## config.mk

```make
export PLATFORM = sky130hd
export DESIGN_NAME = pmsr_status_regs
export DESIGN_NICKNAME = d
export VERILOG_FILES = /design/src/rtl/pmsr_pkg.sv /design/src/rtl/pmsr_status_regs.sv
export VERILOG_INCLUDE_DIRS = /design/src /design/src/rtl
export SDC_FILE = /design/constraint.sdc
export NUM_CORES = 1
export LEC_CHECK = 0
export ABC_CLOCK_PERIOD_IN_PS = 4080
export BUFFER_PORTS_ARGS = -buffer_cell sky130_fd_sc_hd__buf_2
export CAP_MARGIN = 0
export CORE_MARGIN = 10
export CORE_UTILIZATION = 42
export CTS_BUF_LIST = sky130_fd_sc_hd__clkbuf_8 sky130_fd_sc_hd__clkbuf_16
export CTS_CLUSTER_DIAMETER = 150
export CTS_CLUSTER_SIZE = 10
export DETAILED_ROUTE_END_ITERATION = 10
export REMOVE_ABC_BUFFERS = 1
export SLEW_MARGIN = 20
export SYNTH_ARGS = -nofsm -noshare
export SYNTH_HDL_FRONTEND = slang
export SYNTH_SLANG_ARGS = --single-unit
```

## constraint.sdc

```tcl
create_clock -name core_clk -period 4.08 [get_ports core_clk]
set_clock_uncertainty 0.2 [all_clocks]
set_input_delay 1.224 -clock core_clk [delete_from_list [all_inputs] [get_ports core_clk]]
set_output_delay 1.224 -clock core_clk [all_outputs]
set_load 0.05 [all_outputs]
```

## src/rtl/pmsr_cfg.svh

```systemverilog
// constants for the power monitor status register bank
// Notes on behaviour
// - input status bits 7..3: ov fault, ov warn, uv warn, uv fault, off for low input.
// - input status bits 2..0 always read zero.
// - temperature status bits 7..4: ot fault, ot warn, ut warn, ut fault.
// - temperature status bits 3..0 always read zero.
// - comm status bit 7 on bad command, bit 6 on bad data.
// - extra byte before stop sets comm bit 5 unless it is a matching check byte.
// - memory fault sets comm bit 4; clear-faults clears it; host retries access.
// - any other malformed transaction sets comm bit 1.
// - comm status bits 3, 2 and 0 always read zero.
// - sticky vendor bits hold until clear-faults or channel commanded on.
// - any set alert-capable vendor bit drives alert output low.
// - global vendor bits are unpaged; others follow the selected page.
// - vendor bit 7: per-page sticky discharge fault, raises alert.
// - vendor bits 6 and 5: per-page sticky fault input one and zero events.
// - vendor bits 4 and 3: per-page live servo reached and dac driving.
// - vendor bit 2: per-page sticky dac saturated, no alert.
// - vendor bit 1: global live input-enable off due to output fault.
// - vendor bit 0: global sticky watchdog fault with alert.
// - input voltage reading returns latest 16-bit sample.
// - output reading latest 16-bit sample; odd hi-res channels use other format.
// - junction temperature reading returns latest 16-bit sample.
// - protocol revision code is a fixed read-only byte.
// - hi-res select honoured on odd channels only; even channels stay low-res.
`ifndef PMSR_CFG_SVH
`define PMSR_CFG_SVH
`define PMSR_VENDOR_DISCHARGE   7
`define PMSR_VENDOR_FAULT1      6
`define PMSR_VENDOR_FAULT0      5
`define PMSR_VENDOR_SERVO       4
`define PMSR_VENDOR_DAC         3
`define PMSR_VENDOR_SATURATED   2
`define PMSR_VENDOR_VINEN_OFF   1
`define PMSR_VENDOR_WATCHDOG    0
`define PMSR_STICKY_MASK        8'he5
`define PMSR_ALERT_MASK         8'he1
`define PMSR_GLOBAL_MASK        8'h03
`define PMSR_REVISION_CODE      8'h5a  // arbitrary value, stands in for the real code
`define PMSR_FLAG_RESET         8'h00
`define PMSR_WORD_RESET         16'h0000
`endif

```

## src/rtl/pmsr_pkg.sv

```systemverilog
// types for the power monitor status register bank
package pmsr_pkg;
    typedef enum logic [2:0] {
        PMSR_SEL_INPUT,
        PMSR_SEL_TEMP,
        PMSR_SEL_COMM,
        PMSR_SEL_VENDOR,
        PMSR_SEL_VIN,
        PMSR_SEL_VOUT,
        PMSR_SEL_TEMP_READ,
        PMSR_SEL_REVISION
    } pmsr_sel_t;
endpackage

```

## src/rtl/pmsr_status_regs.sv

```systemverilog
// status and telemetry register bank of the power supervisor
`include "pmsr_cfg.svh"
module pmsr_status_regs #(
    parameter int CHANNELS = 8,
    parameter int PAGE_W   = 3
) (
    // clock and reset
    input  wire logic                 core_clk,
    input  wire logic                 reset,
    // read port
    input  wire pmsr_pkg::pmsr_sel_t  read_sel,
    input  wire logic [PAGE_W-1:0]    page,
    output logic [15:0]               read_data,
    // flag clearing
    input  wire logic                 clear_faults,
    input  wire logic [CHANNELS-1:0]  channel_on_cmd,
    // input and temperature status, bits 7..3 and 7..4
    input  wire logic [4:0]           input_evt,
    input  wire logic [3:0]           temp_evt,
    // communication events
    input  wire logic                 bad_command,
    input  wire logic                 bad_data,
    input  wire logic                 extra_byte,
    input  wire logic                 extra_byte_pec_ok,
    input  wire logic                 memory_fault,
    input  wire logic                 malformed_txn,
    // per channel vendor events, then global input-enable off and watchdog events
    input  wire logic [CHANNELS-1:0]  discharge_evt,
    input  wire logic [CHANNELS-1:0]  fault1_evt,
    input  wire logic [CHANNELS-1:0]  fault0_evt,
    input  wire logic [CHANNELS-1:0]  servo_reached,
    input  wire logic [CHANNELS-1:0]  dac_drive_pin,
    input  wire logic [CHANNELS-1:0]  dac_saturated_evt,
    input  wire logic                 vinen_faulted_off,
    input  wire logic                 watchdog_evt,
    // telemetry samples
    input  wire logic                 vin_valid,
    input  wire logic [15:0]          vin_sample,
    input  wire logic                 vout_valid,
    input  wire logic [PAGE_W-1:0]    vout_channel,
    input  wire logic [15:0]          vout_sample,
    input  wire logic                 temp_valid,
    input  wire logic [15:0]          temp_sample,
    input  wire logic [CHANNELS-1:0]  hires_cfg,
    // outputs
    output logic [CHANNELS-1:0]       hires_active,
    output logic                      alert_out_n
);
    import pmsr_pkg::*;

    logic [7:0]  input_flags;
    logic [7:0]  temp_flags;
    logic [7:0]  comm_flags;
    logic [7:0]  vendor_flags [CHANNELS];
    logic [15:0] vin_word;
    logic [15:0] vout_word [CHANNELS];
    logic [15:0] temp_word;
    logic [7:0]  vendor_view;
    logic        any_alert;
    logic [15:0] next_read_data;

    // ************************************************************
    // helpers
    // ************************************************************
    function automatic logic [7:0] sticky_next(input logic [7:0] cur,
                                                input logic [7:0] evt,
                                                input logic       clr);
        sticky_next = (clr ? 8'h00 : cur) | evt;
    endfunction

    // ************************************************************
    // input, temperature and comm flags
    // ************************************************************
    // input flags, low bits zero
    always_ff @(posedge core_clk) begin
        if (reset) begin
            input_flags <= `PMSR_FLAG_RESET;
        end else begin
            input_flags <= sticky_next(input_flags, {input_evt, 3'h0}, clear_faults);
        end
    end

    always_ff @(posedge core_clk) begin
        if (reset) begin
            temp_flags <= `PMSR_FLAG_RESET;
        end else begin
            temp_flags <= sticky_next(temp_flags, {temp_evt, 4'h0}, clear_faults);
        end
    end

    always_ff @(posedge core_clk) begin
        if (reset) begin
            comm_flags <= `PMSR_FLAG_RESET;
        end else begin
            comm_flags <= sticky_next(comm_flags,
                                      {bad_command, bad_data,
                                       extra_byte & ~extra_byte_pec_ok,
                                       memory_fault, 2'h0, malformed_txn, 1'h0},
                                      clear_faults);
        end
    end

    // ************************************************************
    // vendor flags
    // ************************************************************
    // sticky per channel
    always_ff @(posedge core_clk) begin
        if (reset) begin
            for (int i = 0; i < CHANNELS; i++) begin
                vendor_flags[i] <= `PMSR_FLAG_RESET;
            end
        end else begin
            for (int i = 0; i < CHANNELS; i++) begin
                vendor_flags[i] <= sticky_next(vendor_flags[i] & `PMSR_STICKY_MASK,
                                               {discharge_evt[i], fault1_evt[i],
                                                fault0_evt[i], 2'h0,
                                                dac_saturated_evt[i], 1'h0,
                                                watchdog_evt},
                                               clear_faults | channel_on_cmd[i])
                                   & `PMSR_STICKY_MASK;
            end
        end
    end

    always_comb begin
        vendor_view = vendor_flags[page] & ~`PMSR_GLOBAL_MASK;
        vendor_view[`PMSR_VENDOR_WATCHDOG]  = vendor_flags[0][`PMSR_VENDOR_WATCHDOG];
        vendor_view[`PMSR_VENDOR_VINEN_OFF] = vinen_faulted_off;
        vendor_view[`PMSR_VENDOR_SERVO]     = servo_reached[page];
        vendor_view[`PMSR_VENDOR_DAC]       = dac_drive_pin[page];
    end

    always_comb begin
        any_alert = 1'b0;
        for (int i = 0; i < CHANNELS; i++) begin
            any_alert = any_alert | (|(vendor_flags[i] & `PMSR_ALERT_MASK));
        end
    end

    always_ff @(posedge core_clk) begin
        if (reset) begin
            alert_out_n <= 1'b1;
        end else begin
            alert_out_n <= ~any_alert;
        end
    end

    // ************************************************************
    // telemetry
    // ************************************************************
    // hi-res honoured on odd channels only
    always_comb begin
        for (int i = 0; i < CHANNELS; i++) begin
            hires_active[i] = hires_cfg[i] & (i % 2 == 1);
        end
    end

    always_ff @(posedge core_clk) begin
        if (reset) begin
            vin_word  <= `PMSR_WORD_RESET;
            temp_word <= `PMSR_WORD_RESET;
        end else begin
            if (vin_valid) begin
                vin_word <= vin_sample;
            end
            if (temp_valid) begin
                temp_word <= temp_sample;
            end
        end
    end

    // per channel output sample, format set by the converter
    always_ff @(posedge core_clk) begin
        if (reset) begin
            for (int i = 0; i < CHANNELS; i++) begin
                vout_word[i] <= `PMSR_WORD_RESET;
            end
        end else if (vout_valid) begin
            vout_word[vout_channel] <= vout_sample;
        end
    end

    // ************************************************************
    // read mux
    // ************************************************************
    // reads only select, never clear
    always_comb begin
        case (read_sel)
            PMSR_SEL_INPUT:     next_read_data = {8'h00, input_flags};
            PMSR_SEL_TEMP:      next_read_data = {8'h00, temp_flags};
            PMSR_SEL_COMM:      next_read_data = {8'h00, comm_flags};
            PMSR_SEL_VENDOR:    next_read_data = {8'h00, vendor_view};
            PMSR_SEL_VIN:       next_read_data = vin_word;
            PMSR_SEL_VOUT:      next_read_data = vout_word[page];
            PMSR_SEL_TEMP_READ: next_read_data = temp_word;
            default:            next_read_data = {8'h00, `PMSR_REVISION_CODE};
        endcase
    end

    always_ff @(posedge core_clk) begin
        if (reset) begin
            read_data <= `PMSR_WORD_RESET;
        end else begin
            read_data <= next_read_data;
        end
    end

    // ************************************************************
    // assertions
    // ************************************************************
    AST_INPUT_LOW_ZERO: assert property (@(posedge core_clk) disable iff (reset)
        input_flags[2:0] == 3'h0) else $error("input low bits set");
    AST_TEMP_LOW_ZERO: assert property (@(posedge core_clk) disable iff (reset)
        temp_flags[3:0] == 4'h0) else $error("temperature low bits set");
    AST_COMM_RSVD_ZERO: assert property (@(posedge core_clk) disable iff (reset)
        {comm_flags[3:2], comm_flags[0]} == 3'h0) else $error("comm reserved set");
    AST_INPUT_SET: assert property (@(posedge core_clk) disable iff (reset)
        input_evt[4] |=> input_flags[7]) else $error("input ov lost");
    AST_TEMP_SET: assert property (@(posedge core_clk) disable iff (reset)
        temp_evt[0] |=> temp_flags[4]) else $error("ut fault lost");
    AST_CMD_SET: assert property (@(posedge core_clk) disable iff (reset)
        bad_command |=> comm_flags[7]) else $error("cmd fault lost");
    AST_PEC_OK: assert property (@(posedge core_clk) disable iff (reset)
        extra_byte && extra_byte_pec_ok && clear_faults |=> !comm_flags[5])
        else $error("matching check byte flagged");
    AST_MEM_CLEAR: assert property (@(posedge core_clk) disable iff (reset)
        clear_faults && !memory_fault |=> !comm_flags[4]) else $error("memory not cleared");
    AST_MALFORMED: assert property (@(posedge core_clk) disable iff (reset)
        malformed_txn |=> comm_flags[1]) else $error("malformed lost");
    AST_STICKY_HOLD: assert property (@(posedge core_clk) disable iff (reset)
        vendor_flags[0][`PMSR_VENDOR_DISCHARGE] && !clear_faults && !channel_on_cmd[0]
        |=> vendor_flags[0][`PMSR_VENDOR_DISCHARGE]) else $error("sticky dropped");
    AST_ALERT: assert property (@(posedge core_clk) disable iff (reset)
        watchdog_evt |=> ##1 !alert_out_n) else $error("alert not low");
    AST_REVISION: assert property (@(posedge core_clk) disable iff (reset)
        read_sel == PMSR_SEL_REVISION |=> read_data == {8'h00, `PMSR_REVISION_CODE})
        else $error("revision wrong");
    AST_VIN_READ: assert property (@(posedge core_clk) disable iff (reset)
        vin_valid ##1 read_sel == PMSR_SEL_VIN && !vin_valid |=> read_data == $past(vin_sample, 2))
        else $error("vin stale");

    // ************************************************************
    // status bit setting
    // ************************************************************
    AST_INPUT_OV_WARN: assert property (@(posedge core_clk) disable iff (reset)
        input_evt[3] |=> input_flags[6]) else $error("input ov warn lost");
    AST_INPUT_UV_WARN: assert property (@(posedge core_clk) disable iff (reset)
        input_evt[2] |=> input_flags[5]) else $error("input uv warn lost");
    AST_INPUT_UV_FAULT: assert property (@(posedge core_clk) disable iff (reset)
        input_evt[1] |=> input_flags[4]) else $error("input uv fault lost");
    AST_INPUT_OFF: assert property (@(posedge core_clk) disable iff (reset)
        input_evt[0] |=> input_flags[3]) else $error("input off lost");
    AST_TEMP_OT_FAULT: assert property (@(posedge core_clk) disable iff (reset)
        temp_evt[3] |=> temp_flags[7]) else $error("ot fault lost");
    AST_TEMP_OT_WARN: assert property (@(posedge core_clk) disable iff (reset)
        temp_evt[2] |=> temp_flags[6]) else $error("ot warn lost");
    AST_TEMP_UT_WARN: assert property (@(posedge core_clk) disable iff (reset)
        temp_evt[1] |=> temp_flags[5]) else $error("ut warn lost");
    AST_DATA_SET: assert property (@(posedge core_clk) disable iff (reset)
        bad_data |=> comm_flags[6]) else $error("data fault lost");
    AST_PEC_SET: assert property (@(posedge core_clk) disable iff (reset)
        extra_byte && !extra_byte_pec_ok |=> comm_flags[5]) else $error("extra byte lost");
    AST_PEC_SKIP: assert property (@(posedge core_clk) disable iff (reset)
        !comm_flags[5] && extra_byte && extra_byte_pec_ok |=> !comm_flags[5])
        else $error("check byte set flag");
    AST_MEM_SET: assert property (@(posedge core_clk) disable iff (reset)
        memory_fault |=> comm_flags[4]) else $error("memory fault lost");

    // ************************************************************
    // clear and hold
    // ************************************************************
    AST_INPUT_CLEAR: assert property (@(posedge core_clk) disable iff (reset)
        clear_faults && input_evt == 5'h00 |=> input_flags == 8'h00) else $error("input kept");
    AST_TEMP_CLEAR: assert property (@(posedge core_clk) disable iff (reset)
        clear_faults && temp_evt == 4'h0 |=> temp_flags == 8'h00) else $error("temp kept");
    AST_CML_CLEAR: assert property (@(posedge core_clk) disable iff (reset)
        clear_faults && !bad_command && !bad_data |=> comm_flags[7:6] == 2'h0)
        else $error("comm kept");
    AST_INPUT_HOLD: assert property (@(posedge core_clk) disable iff (reset)
        !clear_faults |=> (input_flags & $past(input_flags)) == $past(input_flags))
        else $error("input flag dropped");
    AST_TEMP_HOLD: assert property (@(posedge core_clk) disable iff (reset)
        !clear_faults |=> (temp_flags & $past(temp_flags)) == $past(temp_flags))
        else $error("temp flag dropped");
    AST_COMM_HOLD: assert property (@(posedge core_clk) disable iff (reset)
        !clear_faults |=> (comm_flags & $past(comm_flags)) == $past(comm_flags))
        else $error("comm flag dropped");
    AST_STICKY_CLEAR: assert property (@(posedge core_clk) disable iff (reset)
        channel_on_cmd[0] && !discharge_evt[0] |=> !vendor_flags[0][`PMSR_VENDOR_DISCHARGE])
        else $error("sticky not cleared");

    // ************************************************************
    // vendor flags
    // ************************************************************
    AST_DISCHARGE_SET: assert property (@(posedge core_clk) disable iff (reset)
        discharge_evt[0] |=> vendor_flags[0][7]) else $error("discharge lost");
    AST_FAULT1_SET: assert property (@(posedge core_clk) disable iff (reset)
        fault1_evt[0] |=> vendor_flags[0][6]) else $error("fault one lost");
    AST_FAULT0_SET: assert property (@(posedge core_clk) disable iff (reset)
        fault0_evt[0] |=> vendor_flags[0][5]) else $error("fault zero lost");
    AST_SAT_SET: assert property (@(posedge core_clk) disable iff (reset)
        dac_saturated_evt[0] |=> vendor_flags[0][2]) else $error("saturated lost");
    AST_WATCHDOG_SET: assert property (@(posedge core_clk) disable iff (reset)
        watchdog_evt |=> vendor_flags[0][0]) else $error("watchdog lost");
    AST_LIVE_NOT_STORED: assert property (@(posedge core_clk) disable iff (reset)
        (vendor_flags[0] & ~`PMSR_STICKY_MASK) == 8'h00)
        else $error("live bit stored");
    AST_ALERT_SET: assert property (@(posedge core_clk) disable iff (reset)
        (vendor_flags[0] & `PMSR_ALERT_MASK) != 8'h00 |=> !alert_out_n)
        else $error("alert missing");

    // ************************************************************
    // read path
    // ************************************************************
    AST_SERVO_VIEW: assert property (@(posedge core_clk) disable iff (reset)
        read_sel == PMSR_SEL_VENDOR && servo_reached[page] |=> read_data[4])
        else $error("servo not shown");
    AST_DAC_VIEW: assert property (@(posedge core_clk) disable iff (reset)
        read_sel == PMSR_SEL_VENDOR && dac_drive_pin[page] |=> read_data[3])
        else $error("dac not shown");
    AST_VINEN_VIEW: assert property (@(posedge core_clk) disable iff (reset)
        read_sel == PMSR_SEL_VENDOR && vinen_faulted_off |=> read_data[1])
        else $error("vinen not shown");
    AST_GLOBAL_WD: assert property (@(posedge core_clk) disable iff (reset)
        read_sel == PMSR_SEL_VENDOR && vendor_flags[0][0] |=> read_data[0])
        else $error("watchdog not shown");
    AST_INPUT_READ: assert property (@(posedge core_clk) disable iff (reset)
        read_sel == PMSR_SEL_INPUT |=> read_data == {8'h00, $past(input_flags)})
        else $error("input read wrong");
    AST_TEMP_FLAGS_READ: assert property (@(posedge core_clk) disable iff (reset)
        read_sel == PMSR_SEL_TEMP |=> read_data == {8'h00, $past(temp_flags)})
        else $error("temp read wrong");
    AST_COMM_READ: assert property (@(posedge core_clk) disable iff (reset)
        read_sel == PMSR_SEL_COMM |=> read_data == {8'h00, $past(comm_flags)})
        else $error("comm read wrong");
    AST_TEMP_READ: assert property (@(posedge core_clk) disable iff (reset)
        temp_valid ##1 read_sel == PMSR_SEL_TEMP_READ && !temp_valid
        |=> read_data == $past(temp_sample, 2)) else $error("temp stale");
    AST_VOUT_READ: assert property (@(posedge core_clk) disable iff (reset)
        vout_valid && vout_channel == PAGE_W'(1) ##1
        read_sel == PMSR_SEL_VOUT && page == PAGE_W'(1) && !vout_valid
        |=> read_data == $past(vout_sample, 2)) else $error("vout stale");

    // ************************************************************
    // resolution select
    // ************************************************************
    AST_HIRES_EVEN: assert property (@(posedge core_clk) disable iff (reset)
        !hires_active[0]) else $error("even channel hires");
    AST_HIRES_ODD: assert property (@(posedge core_clk) disable iff (reset)
        hires_cfg[1] |-> hires_active[1]) else $error("odd channel not hires");
endmodule

```

After elaboration in Yosys (flattened, before gate mapping):

Memories as Yosys holds them, arrays and structs flattened.
Cells that the tools add are included.

* memories kept: 2
* output and inout bits: 25
* RAM bits: 168
* flip-flop bits (word level): 73
* word-level logic and storage cells: 96
* input bits: 144

Memories
* vout_word: depth 8, width 16, rd ports 1, clocked after Yosys merged registers in 0, write ports 8, RTL line pmsr_status_regs.sv:56 `logic [15:0] vout_word [CHANNELS];`
* vendor_flags: depth 8, width 5, rd ports 9, clocked after Yosys merged registers in 0, write ports 8, RTL line pmsr_status_regs.sv:54 `logic [7:0] vendor_flags [CHANNELS];`

* bitwise operators: 37
* reductions and logical operators: 10
* magnitude comparators: 1
* equality and inequality tests: 6
* muxes and demuxes: 33

Operator list (count)
* one-hot mux 16 bit (7 select lines): 1
* 2-to-1 mux 8 bit: 11
* bitwise OR 8 bit: 11
* 2-to-1 mux 5 bit: 8
* OR reduction 4 bit: 8
* bitwise OR 1 bit: 23
* 2-to-1 mux 16 bit: 1
* OR reduction 16 bit: 1
* == test 3 bit (second input constant): 3
* 2-to-1 mux 1 bit: 9
* binary-select mux 1 bit (select 3 bit): 2
* == test 3 x 2 -> 1 bit (second input constant): 2
* < comparator 3 x 4 -> 1 bit (second input constant): 1
* == test 3 x 1 -> 1 bit (second input constant): 1
* zero test 3 bit: 1
* 2-to-1 mux 3 bit: 1
* inverter 1 bit: 2
* bitwise AND 1 bit: 1

Logic depth before layout (Yosys ltp):

Gate-level depths: netlist of run 1.
An unclocked memory read counts as a cell.

* word-level depth: 10
* gate-level depth with buffers: 6
* depth with buffers taken out: 4

Least setup slack after synthesis of run 1:

Ideal clock, no wire load.

* path type: input to register
* start point: in reset
* end point: mem vout_word[0][0], enable pin
* required time: 3.546 ns
* stages: 4
* library setup time: 0.334 ns
* data arrival time: 2.296 ns
* path buffers: 1
* slack: 1.250 ns
* path through: buf_6 > or3b_4 > nor3_4 > or2_2

RTL lines
* from (decl): RTL line pmsr_status_regs.sv:9 `input wire logic reset,`
* to (decl): RTL line pmsr_status_regs.sv:56

==> results of run 1 <==
final cells by class:
class,count,area [um2]
well taps,319,399
fillers,2069,11700
repair buffers,170,923
multi-input cells,483,3740
inverters,6,22.5
diodes,2,5.00
clock inverters,18,88.8
clock buffers,27,676
flip-flops and latches,231,5910
worst max path at each step:
stage | start | end | cells after the start
final | reset | vout_word[1][7]$_SDFFCE_PN0P_ | 5
after global routing | page[0] | read_data[4]$_SDFF_PP0_ | 5
after CTS | page[0] | read_data[6]$_SDFF_PP0_ | 5
after detailed placement | page[0] | read_data[6]$_SDFF_PP0_ | 5
after global placement | page[0] | read_data[6]$_SDFF_PP0_ | 5
after floorplan | vout_channel[0] | vout_word[0][0]$_SDFFCE_PN0P_ | 3
power by group:
part           switching [uW]  total, uW  internal, uW
Sequential               54.9       2650          2600
Clock                     908       2100          1190
Combinational             293        509           216
state kept, by name, summed over array words and instances, names as in the netlist:
register / cells
alert_out_n: 1
comm_flags: 5
input_flags: 5
read_data: 16
temp_flags: 4
temp_word: 16
vendor_flags: 40
vin_word: 16
vout_word: 128
layout by cell type, fill, tap and decap left out, types with 9 or more instances in the layout:
cell type | Yosys | final
sky130_fd_sc_hd__a21oi_1 | 56 | 56
sky130_fd_sc_hd__and2_1 | 129 | 129
sky130_fd_sc_hd__buf_2 | 12 | 151
sky130_fd_sc_hd__buf_4 | 14 | 17
sky130_fd_sc_hd__clkbuf_16 | 0 | 27
sky130_fd_sc_hd__dfxtp_1 | 103 | 103
sky130_fd_sc_hd__edfxtp_1 | 128 | 128
sky130_fd_sc_hd__inv_1 | 6 | 22
sky130_fd_sc_hd__mux2i_1 | 70 | 70
sky130_fd_sc_hd__mux4_2 | 35 | 35
sky130_fd_sc_hd__nor2_1 | 103 | 103
sky130_fd_sc_hd__nor4_1 | 9 | 9
sky130_fd_sc_hd__o22ai_1 | 10 | 10
worst reg2reg max path, cell delays in order (launching register included):
cell and delay (ps):
sky130_fd_sc_hd__edfxtp_1 350, sky130_fd_sc_hd__mux4_2 460, sky130_fd_sc_hd__o21ai_0 350, sky130_fd_sc_hd__o221ai_1 190
layer usage:
layer	vias up	GRT usage	routed length, um
met1	3147	0.229	12100
li1	3090	-	-
met4	2	0.0338	299
met3	26	0.0360	1620
met5	-	0	13
met2	173	0.259	12000
metrics by stage:
stage               power (uW)  hold slack (ps)  area, um2   util  instances
finish                    5260              283      11800  0.501       1256
global route              5450              315      11800  0.501       1254
CTS                       5310              281      11800  0.501       1254
detailed placement        3220              265      11000  0.468       1209
global placement          3210              257      11000  0.468       1209
floorplan                 2950              243       9670      -        720
logic make-up (layout without fill, tap and decap cells):
family | after synthesis | after routing | synth area share
buf+inv | 62 | 221 | 0.0358
flops | 231 | 231 | 0.591
other cells | 1 | 6 | 0.000375
mux | 113 | 113 | 0.169
compound gates | 93 | 93 | 0.0549
simple gates | 273 | 273 | 0.149
==> impl_metrics.prom, run 1 <==
# TYPE chip_impl_metric gauge
chip_impl_metric{name="clock_sinks",unit=""} 231
chip_impl_info{name="worstHoldStart",value="input_flags[5]$_SDFF_PP0_"} 1
chip_impl_info{name="synth_area_leader_cell",value="sky130_fd_sc_hd__edfxtp_1"} 1
chip_impl_metric{name="cellLeakagePower",unit="uW"} 0.00481
chip_impl_metric{name="drc",unit=""} 0
chip_impl_metric{name="synth_warnings",unit=""} 0
chip_impl_metric{name="cts_buffer_depth",unit=""} 3
chip_impl_metric{name="grt_max_degree",unit=""} 54
chip_impl_metric{name="vias",unit=""} 6438
chip_impl_metric{name="post_synth_instance_area",unit="um2"} 9990
chip_impl_metric{name="post_route_cells_drive_above_1_share",unit=""} 0.266
chip_impl_metric{name="drt-vias-per-instance",unit=""} 5.13
chip_impl_metric{name="timing.hold.worst_path_depth",unit=""} 2
chip_impl_metric{name="share_of_the_yosys_chip_area_belonging_to_registers",unit=""} 0.591
chip_impl_info{name="critical_path.startpoint_type",value="primary input"} 1
chip_impl_info{name="synth_top_flop_cell",value="sky130_fd_sc_hd__edfxtp_1"} 1
chip_impl_metric{name="final_ws_setup",unit="ps"} 1420
chip_impl_metric{name="antenna_violations_before_repair",unit=""} 2
chip_impl_metric{name="top_ports",unit=""} 169
chip_impl_metric{name="globalRouteTotalUtil",unit=""} 0.165
chip_impl_metric{name="global_route_wire_length_before_repair",unit="mm"} 39.6
chip_impl_metric{name="post-route-period-util",unit=""} 0.651
chip_impl_metric{name="setup-tns-final",unit="ps"} 0
chip_impl_metric{name="gpl_congestion",unit=""} 0.775
chip_impl_metric{name="layout_min_cycle_time",unit="ps"} 2660
chip_impl_metric{name="die_width",unit="um"} 174
chip_impl_info{name="crit_chain",value="buf_4, nand3b_1, nor3_2, buf_4, or2_2"} 1
chip_impl_info{name="synth.top_cells.by_count",value="sky130_fd_sc_hd__and2_1 (129), sky130_fd_sc_hd__edfxtp_1 (128), sky130_fd_sc_hd__dfxtp_1 (103), sky130_fd_sc_hd__nor2_1 (103), sky130_fd_sc_hd__mux2i_1 (70)"} 1
chip_impl_metric{name="areaGrowthSynthToFinish",unit="%"} 17.7
chip_impl_metric{name="number_of_global_route_vias_before_repair",unit=""} 6791
chip_impl_metric{name="post-cts-setup-buffer-count",unit=""} 0
chip_impl_metric{name="post_cts_clock_slew_at_the_launch_and_capture_registers_of_the_worst_setup_and_hold_paths",unit="ps"} 50
chip_impl_metric{name="max_clock_freq",unit="MHz"} 377
chip_impl_info{name="reg2reg_from",value="vout_word[6][4]$_SDFFCE_PN0P_"} 1
chip_impl_metric{name="timing_max_transition_violations_final",unit=""} 0
chip_impl_metric{name="finalSetupViolations",unit=""} 0
chip_impl_metric{name="ff2ff_setup_slack",unit="ps"} 2370
chip_impl_info{name="end_kind",value="register"} 1
chip_impl_metric{name="floorplan.rows",unit=""} 56
chip_impl_metric{name="crit_buf_inv",unit=""} 2
chip_impl_info{name="netlist_top_cells_area",value="sky130_fd_sc_hd__edfxtp_1 (38%), sky130_fd_sc_hd__dfxtp_1 (21%), sky130_fd_sc_hd__and2_1 (8.1%), sky130_fd_sc_hd__mux4_2 (7.9%), sky130_fd_sc_hd__mux2i_1 (7.0%)"} 1
chip_impl_info{name="path_class",value="primary input to register"} 1
chip_impl_metric{name="cpPeakStageDelay",unit="ps"} 510
chip_impl_info{name="crit-reg2reg-capture",value="read_data[4]$_SDFF_PP0_"} 1
chip_impl_info{name="tritoncts",value="built"} 1
chip_impl_metric{name="vdd_ir_max",unit="mV"} 0.252
chip_impl_metric{name="powerDensity",unit="nW/um2"} 447
chip_impl_metric{name="die_height",unit="um"} 174
chip_impl_metric{name="synth-seq-cells",unit=""} 231
chip_impl_metric{name="cts_resized",unit=""} 0
chip_impl_metric{name="clk_latency",unit="ps"} 540
chip_impl_metric{name="htree_levels",unit=""} 1
chip_impl_metric{name="arrival",unit="ps"} 2620
chip_impl_info{name="hold_path.class",value="register to register"} 1
chip_impl_info{name="synth.most_common_cell",value="sky130_fd_sc_hd__and2_1"} 1
chip_impl_metric{name="max_slew.worst_pin.slew",unit="ps"} 676
chip_impl_metric{name="buffer_ports.inserted",unit=""} 152
chip_impl_metric{name="r2r.worst_path.cells",unit=""} 3
chip_impl_metric{name="finish.net_count",unit=""} 1063
chip_impl_metric{name="routed_wl",unit="mm"} 26.0
chip_impl_info{name="critPathSlowestCell",value="sky130_fd_sc_hd__or2_2"} 1
chip_impl_metric{name="max-slew-margin-rel",unit=""} 0.549
chip_impl_metric{name="synthCells",unit=""} 773
chip_impl_metric{name="cts_hold_repair.buffers",unit=""} 0
chip_impl_metric{name="syn-mean-instance-area",unit="um2"} 12.9
chip_impl_metric{name="initial_core_util",unit=""} 0.426
chip_impl_info{name="worst_path_most_repeated_cell",value="sky130_fd_sc_hd__buf_4"} 1
chip_impl_metric{name="post-dp-hpwl",unit="mm"} 17.3
chip_impl_metric{name="dpl_worst_slack",unit="ps"} 861
chip_impl_metric{name="wire_per_inst",unit="um"} 20.7
chip_impl_metric{name="route.antenna.remaining_nets",unit=""} 0
chip_impl_info{name="cpLargestDelayFamily",value="simple AND/OR/NAND/NOR gates"} 1
chip_impl_metric{name="post-synth-top-area-fraction",unit=""} 0.385
chip_impl_metric{name="cts-buffers-inserted",unit=""} 27
chip_impl_info{name="root_buffer",value="sky130_fd_sc_hd__clkbuf_16"} 1
chip_impl_info{name="grt_setup_unrepaired",value="no"} 1
chip_impl_metric{name="grt.overflow.total",unit=""} 0
chip_impl_metric{name="dr.pass1.iters",unit=""} 5
chip_impl_info{name="whs_endpoint",value="input_flags[5]$_SDFF_PP0_"} 1
chip_impl_metric{name="crit_required",unit="ps"} 4050
chip_impl_metric{name="floorplan.core_area",unit="um2"} 23500
chip_impl_metric{name="yosys.cell_types.count",unit=""} 46
chip_impl_info{name="run_status",value="completed"} 1
chip_impl_metric{name="synth_edf_count",unit=""} 128
chip_impl_metric{name="die-area",unit="um2"} 30400
chip_impl_metric{name="maximum_net_fanout_on_the_critical_path",unit=""} 17
chip_impl_metric{name="postSynth.asyncResetShare",unit=""} 0
chip_impl_metric{name="final-hold-violation-count",unit=""} 0
chip_impl_metric{name="maxCapViolations",unit=""} 0
chip_impl_metric{name="drtIter0Drc",unit=""} 526
Note: power is estimated with default switching activity, not from simulation.
==> run 2: changes to the inputs <==
--- a/config.mk
+++ b/config.mk
@@ -6,7 +6,7 @@
 export SDC_FILE = /design/constraint.sdc
 export NUM_CORES = 1
 export LEC_CHECK = 0
-export ABC_CLOCK_PERIOD_IN_PS = 4080
+export ABC_CLOCK_PERIOD_IN_PS = 2300
 export BUFFER_PORTS_ARGS = -buffer_cell sky130_fd_sc_hd__buf_2
 export CAP_MARGIN = 0
 export CORE_MARGIN = 10
==> constraint.sdc (replaced) <==
create_clock -name core_clk -period 2.3 [get_ports core_clk]
set_clock_uncertainty 0.2 [all_clocks]
set_input_delay 0.69 -clock core_clk [delete_from_list [all_inputs] [get_ports core_clk]]
set_output_delay 0.69 -clock core_clk [all_outputs]
set_load 0.05 [all_outputs]
==> impl_metrics.prom, run 2 (synthesis gave the netlist of run 1 again) <==
# TYPE chip_impl_metric gauge
chip_impl_metric{name="setup-tns-final",unit="ps"} 0
chip_impl_metric{name="max-slew-margin-rel",unit=""} 0.623
chip_impl_metric{name="crit_required",unit="ps"} 1410
chip_impl_metric{name="timing.critical_path.depth",unit=""} 1
chip_impl_metric{name="cts_buffer_depth",unit=""} 3
chip_impl_metric{name="floorplan.rows",unit=""} 56
chip_impl_info{name="end_kind",value="output pin"} 1
chip_impl_metric{name="clock_sinks",unit=""} 231
chip_impl_metric{name="antenna_violations_before_repair",unit=""} 3
chip_impl_metric{name="number_of_global_route_vias_before_repair",unit=""} 6946
chip_impl_metric{name="route.antenna.remaining_nets",unit=""} 0
chip_impl_metric{name="post_cts_clock_slew_at_the_launch_and_capture_registers_of_the_worst_setup_and_hold_paths",unit="ps"} 60
chip_impl_metric{name="drtIter0Drc",unit=""} 472
chip_impl_metric{name="final_core_utilization",unit=""} 0.517
chip_impl_metric{name="final-hold-violation-count",unit=""} 0
chip_impl_metric{name="arrival",unit="ps"} 1140
chip_impl_info{name="critPathSlowestCell",value="sky130_fd_sc_hd__dfxtp_1"} 1
chip_impl_metric{name="htree_levels",unit=""} 1
chip_impl_metric{name="wire_per_inst",unit="um"} 20.0
chip_impl_metric{name="cpPeakStageDelay",unit="ps"} 340
chip_impl_info{name="whs_endpoint",value="vendor_flags[4][2]$_SDFF_PP0_"} 1
chip_impl_info{name="top_register",value="vout_word"} 1
chip_impl_metric{name="cellLeakagePower",unit="uW"} 0.00502
chip_impl_info{name="biggestRegsByFlops",value="vout_word (128), vendor_flags (40)"} 1
chip_impl_metric{name="crit_buf_inv",unit=""} 1
chip_impl_metric{name="design_area",unit="um2"} 12100
chip_impl_metric{name="grt_max_degree",unit=""} 47
chip_impl_metric{name="die_height",unit="um"} 174
chip_impl_info{name="critical_path.startpoint_type",value="register"} 1
chip_impl_metric{name="initial_core_util",unit=""} 0.426
chip_impl_info{name="tritoncts",value="built"} 1
chip_impl_info{name="layout.cells.most_common",value="sky130_fd_sc_hd__buf_2"} 1
chip_impl_info{name="cpLargestDelayFamily",value="flip-flops"} 1
chip_impl_info{name="root_buffer",value="sky130_fd_sc_hd__clkbuf_16"} 1
chip_impl_metric{name="drc",unit=""} 0
chip_impl_metric{name="fillCellCount",unit=""} 2080
chip_impl_metric{name="ff2ff_setup_slack",unit="ps"} 660
chip_impl_metric{name="powerDensity",unit="nW/um2"} 772
chip_impl_info{name="crit_chain",value="buf_2"} 1
chip_impl_metric{name="post_route_cells_drive_above_1_share",unit=""} 0.297
chip_impl_info{name="run_status",value="completed"} 1
chip_impl_metric{name="max_slew.worst_pin.slew",unit="ps"} 566
chip_impl_info{name="path_class",value="register to output pin"} 1
chip_impl_info{name="crit-reg2reg-capture",value="read_data[2]$_SDFF_PP0_"} 1
chip_impl_metric{name="post-cts-setup-buffer-count",unit=""} 0
chip_impl_metric{name="largest_reg_flops",unit=""} 128
chip_impl_metric{name="die-area",unit="um2"} 30400
chip_impl_metric{name="cts_hold_repair.buffers",unit=""} 0
chip_impl_info{name="hold_path.class",value="primary input to register"} 1
chip_impl_metric{name="maxCapViolations",unit=""} 0
chip_impl_metric{name="post-route-period-util",unit=""} 0.882
chip_impl_metric{name="routed_wl",unit="mm"} 26.0
chip_impl_metric{name="layout_min_cycle_time",unit="ps"} 2030
chip_impl_metric{name="timing.hold.worst_path_depth",unit=""} 3
chip_impl_metric{name="vias",unit=""} 6631
chip_impl_metric{name="post-dp-hpwl",unit="mm"} 18.3
chip_impl_metric{name="finish.net_count",unit=""} 1104
chip_impl_info{name="reg2reg_from",value="vout_word[5][2]$_SDFFCE_PN0P_"} 1
chip_impl_metric{name="gpl_congestion",unit=""} 0.788
chip_impl_metric{name="top_ports",unit=""} 169
chip_impl_metric{name="post_dp_cell_area",unit="um2"} 11400
chip_impl_metric{name="areaGrowthSynthToFinish",unit="%"} 21.5
chip_impl_info{name="commonest_cells_after_routing_fill_and_taps_aside",value="sky130_fd_sc_hd__buf_2 (151), sky130_fd_sc_hd__and2_1 (129), sky130_fd_sc_hd__edfxtp_1 (128), sky130_fd_sc_hd__nor2_1 (103), sky130_fd_sc_hd__dfxtp_1 (103)"} 1
chip_impl_metric{name="grt.overflow.total",unit=""} 0
chip_impl_metric{name="maximum_net_fanout_on_the_critical_path",unit=""} 1
chip_impl_metric{name="r2r.worst_path.cells",unit=""} 5
chip_impl_metric{name="max_clock_freq",unit="MHz"} 493
chip_impl_metric{name="drt-vias-per-instance",unit=""} 5.12
chip_impl_metric{name="finalSetupViolations",unit=""} 0
chip_impl_metric{name="final_ws_setup",unit="ps"} 272
chip_impl_info{name="grt_setup_unrepaired",value="no"} 1
chip_impl_metric{name="globalRouteTotalUtil",unit=""} 0.164
chip_impl_metric{name="vdd_ir_max",unit="mV"} 0.386
chip_impl_metric{name="dpl_worst_slack",unit="ps"} -132
chip_impl_metric{name="die_width",unit="um"} 174
chip_impl_metric{name="floorplan.core_area",unit="um2"} 23500
chip_impl_metric{name="global_route_wire_length_before_repair",unit="mm"} 39.7
chip_impl_metric{name="buffer_ports.inserted",unit=""} 152
chip_impl_metric{name="cts_resized",unit=""} 0
chip_impl_metric{name="cts-buffers-inserted",unit=""} 27
chip_impl_metric{name="clk_latency",unit="ps"} 530
chip_impl_metric{name="timing_max_transition_violations_final",unit=""} 0
chip_impl_metric{name="dr.pass1.iters",unit=""} 4
chip_impl_info{name="worstHoldStart",value="fault0_evt[4]"} 1
[run 2: changes by cell type in the layout (fill, tap and decap cells not counted)]
cell,before,now
sky130_fd_sc_hd__diode_2,2,1
sky130_fd_sc_hd__inv_1,22,21
sky130_fd_sc_hd__inv_16,1,0
sky130_fd_sc_hd__buf_4,17,51
sky130_fd_sc_hd__buf_12,2,9
sky130_fd_sc_hd__inv_6,1,2
[run 2: worst max-delay path by stage]
| stage | startpoint | to | slack, ps |
|---|---|---|---|
| 2_1_floorplan | vout_channel[0] | vout_word[0][0]$_SDFFCE_PN0P_ | 3 |
| 5_1_grt | read_data[7]$_SDFF_PP0_ | read_data[7] | 240 |
| 6_report | read_data[6]$_SDFF_PP0_ | read_data[6] | 270 |
| 3_3_place_gp | page[0] | read_data[13]$_SDFF_PP0_ | -100 |
| 3_5_place_dp | page[0] | read_data[6]$_SDFF_PP0_ | -130 |
| 4_1_cts | read_data[6]$_SDFF_PP0_ | read_data[6] | 240 |
[run 2: layer usage]
metal / routed length [um] / track usage / up-vias
li1: - / - / 3170
met1: 11900 / 0.220 / 3230
met2: 12200 / 0.267 / 194
met3: 1480 / 0.0355 / 33
met4: 400 / 0.0360 / 4
met5: 25 / 0 / -
[run 2: layout make-up]
class | count | area [um2] | area share
clock inverters | 17 | 73.8 | 0.00608
repair buffers | 211 | 1320 | 0.109
clock buffers | 27 | 676 | 0.0557
well taps | 319 | 399 | 0.0329
inverters | 6 | 22.5 | 0.00186
flip-flops and latches | 231 | 5910 | 0.487
diodes | 1 | 2.50 | 0.000206
multi-input cells | 483 | 3740 | 0.308
[run 2: power breakdown]
group / total, uW / switching, uW / internal (uW)
combinational: 992 / 537 / 455
sequential: 4710 / 97.8 / 4610
clock: 3670 / 1580 / 2090
total: 9370 / 2210 / 7160
[run 2: worst min-delay path: cells and delay by family]
kind            cells  cell delay, ps
compound gates      1              30
buf+inv             1              70
simple gates        1              60
[run 2: through the flow]
step / std cells / power (uW) / hold WS, ps
2_1_floorplan: 720 / 5240 / 243
4_1_cts: 1294 / 9450 / 156
6_report: 1295 / 9370 / 170
3_5_place_dp: 1250 / 5790 / 267
5_1_grt: 1295 / 9710 / 168
3_3_place_gp: 1250 / 5770 / 257
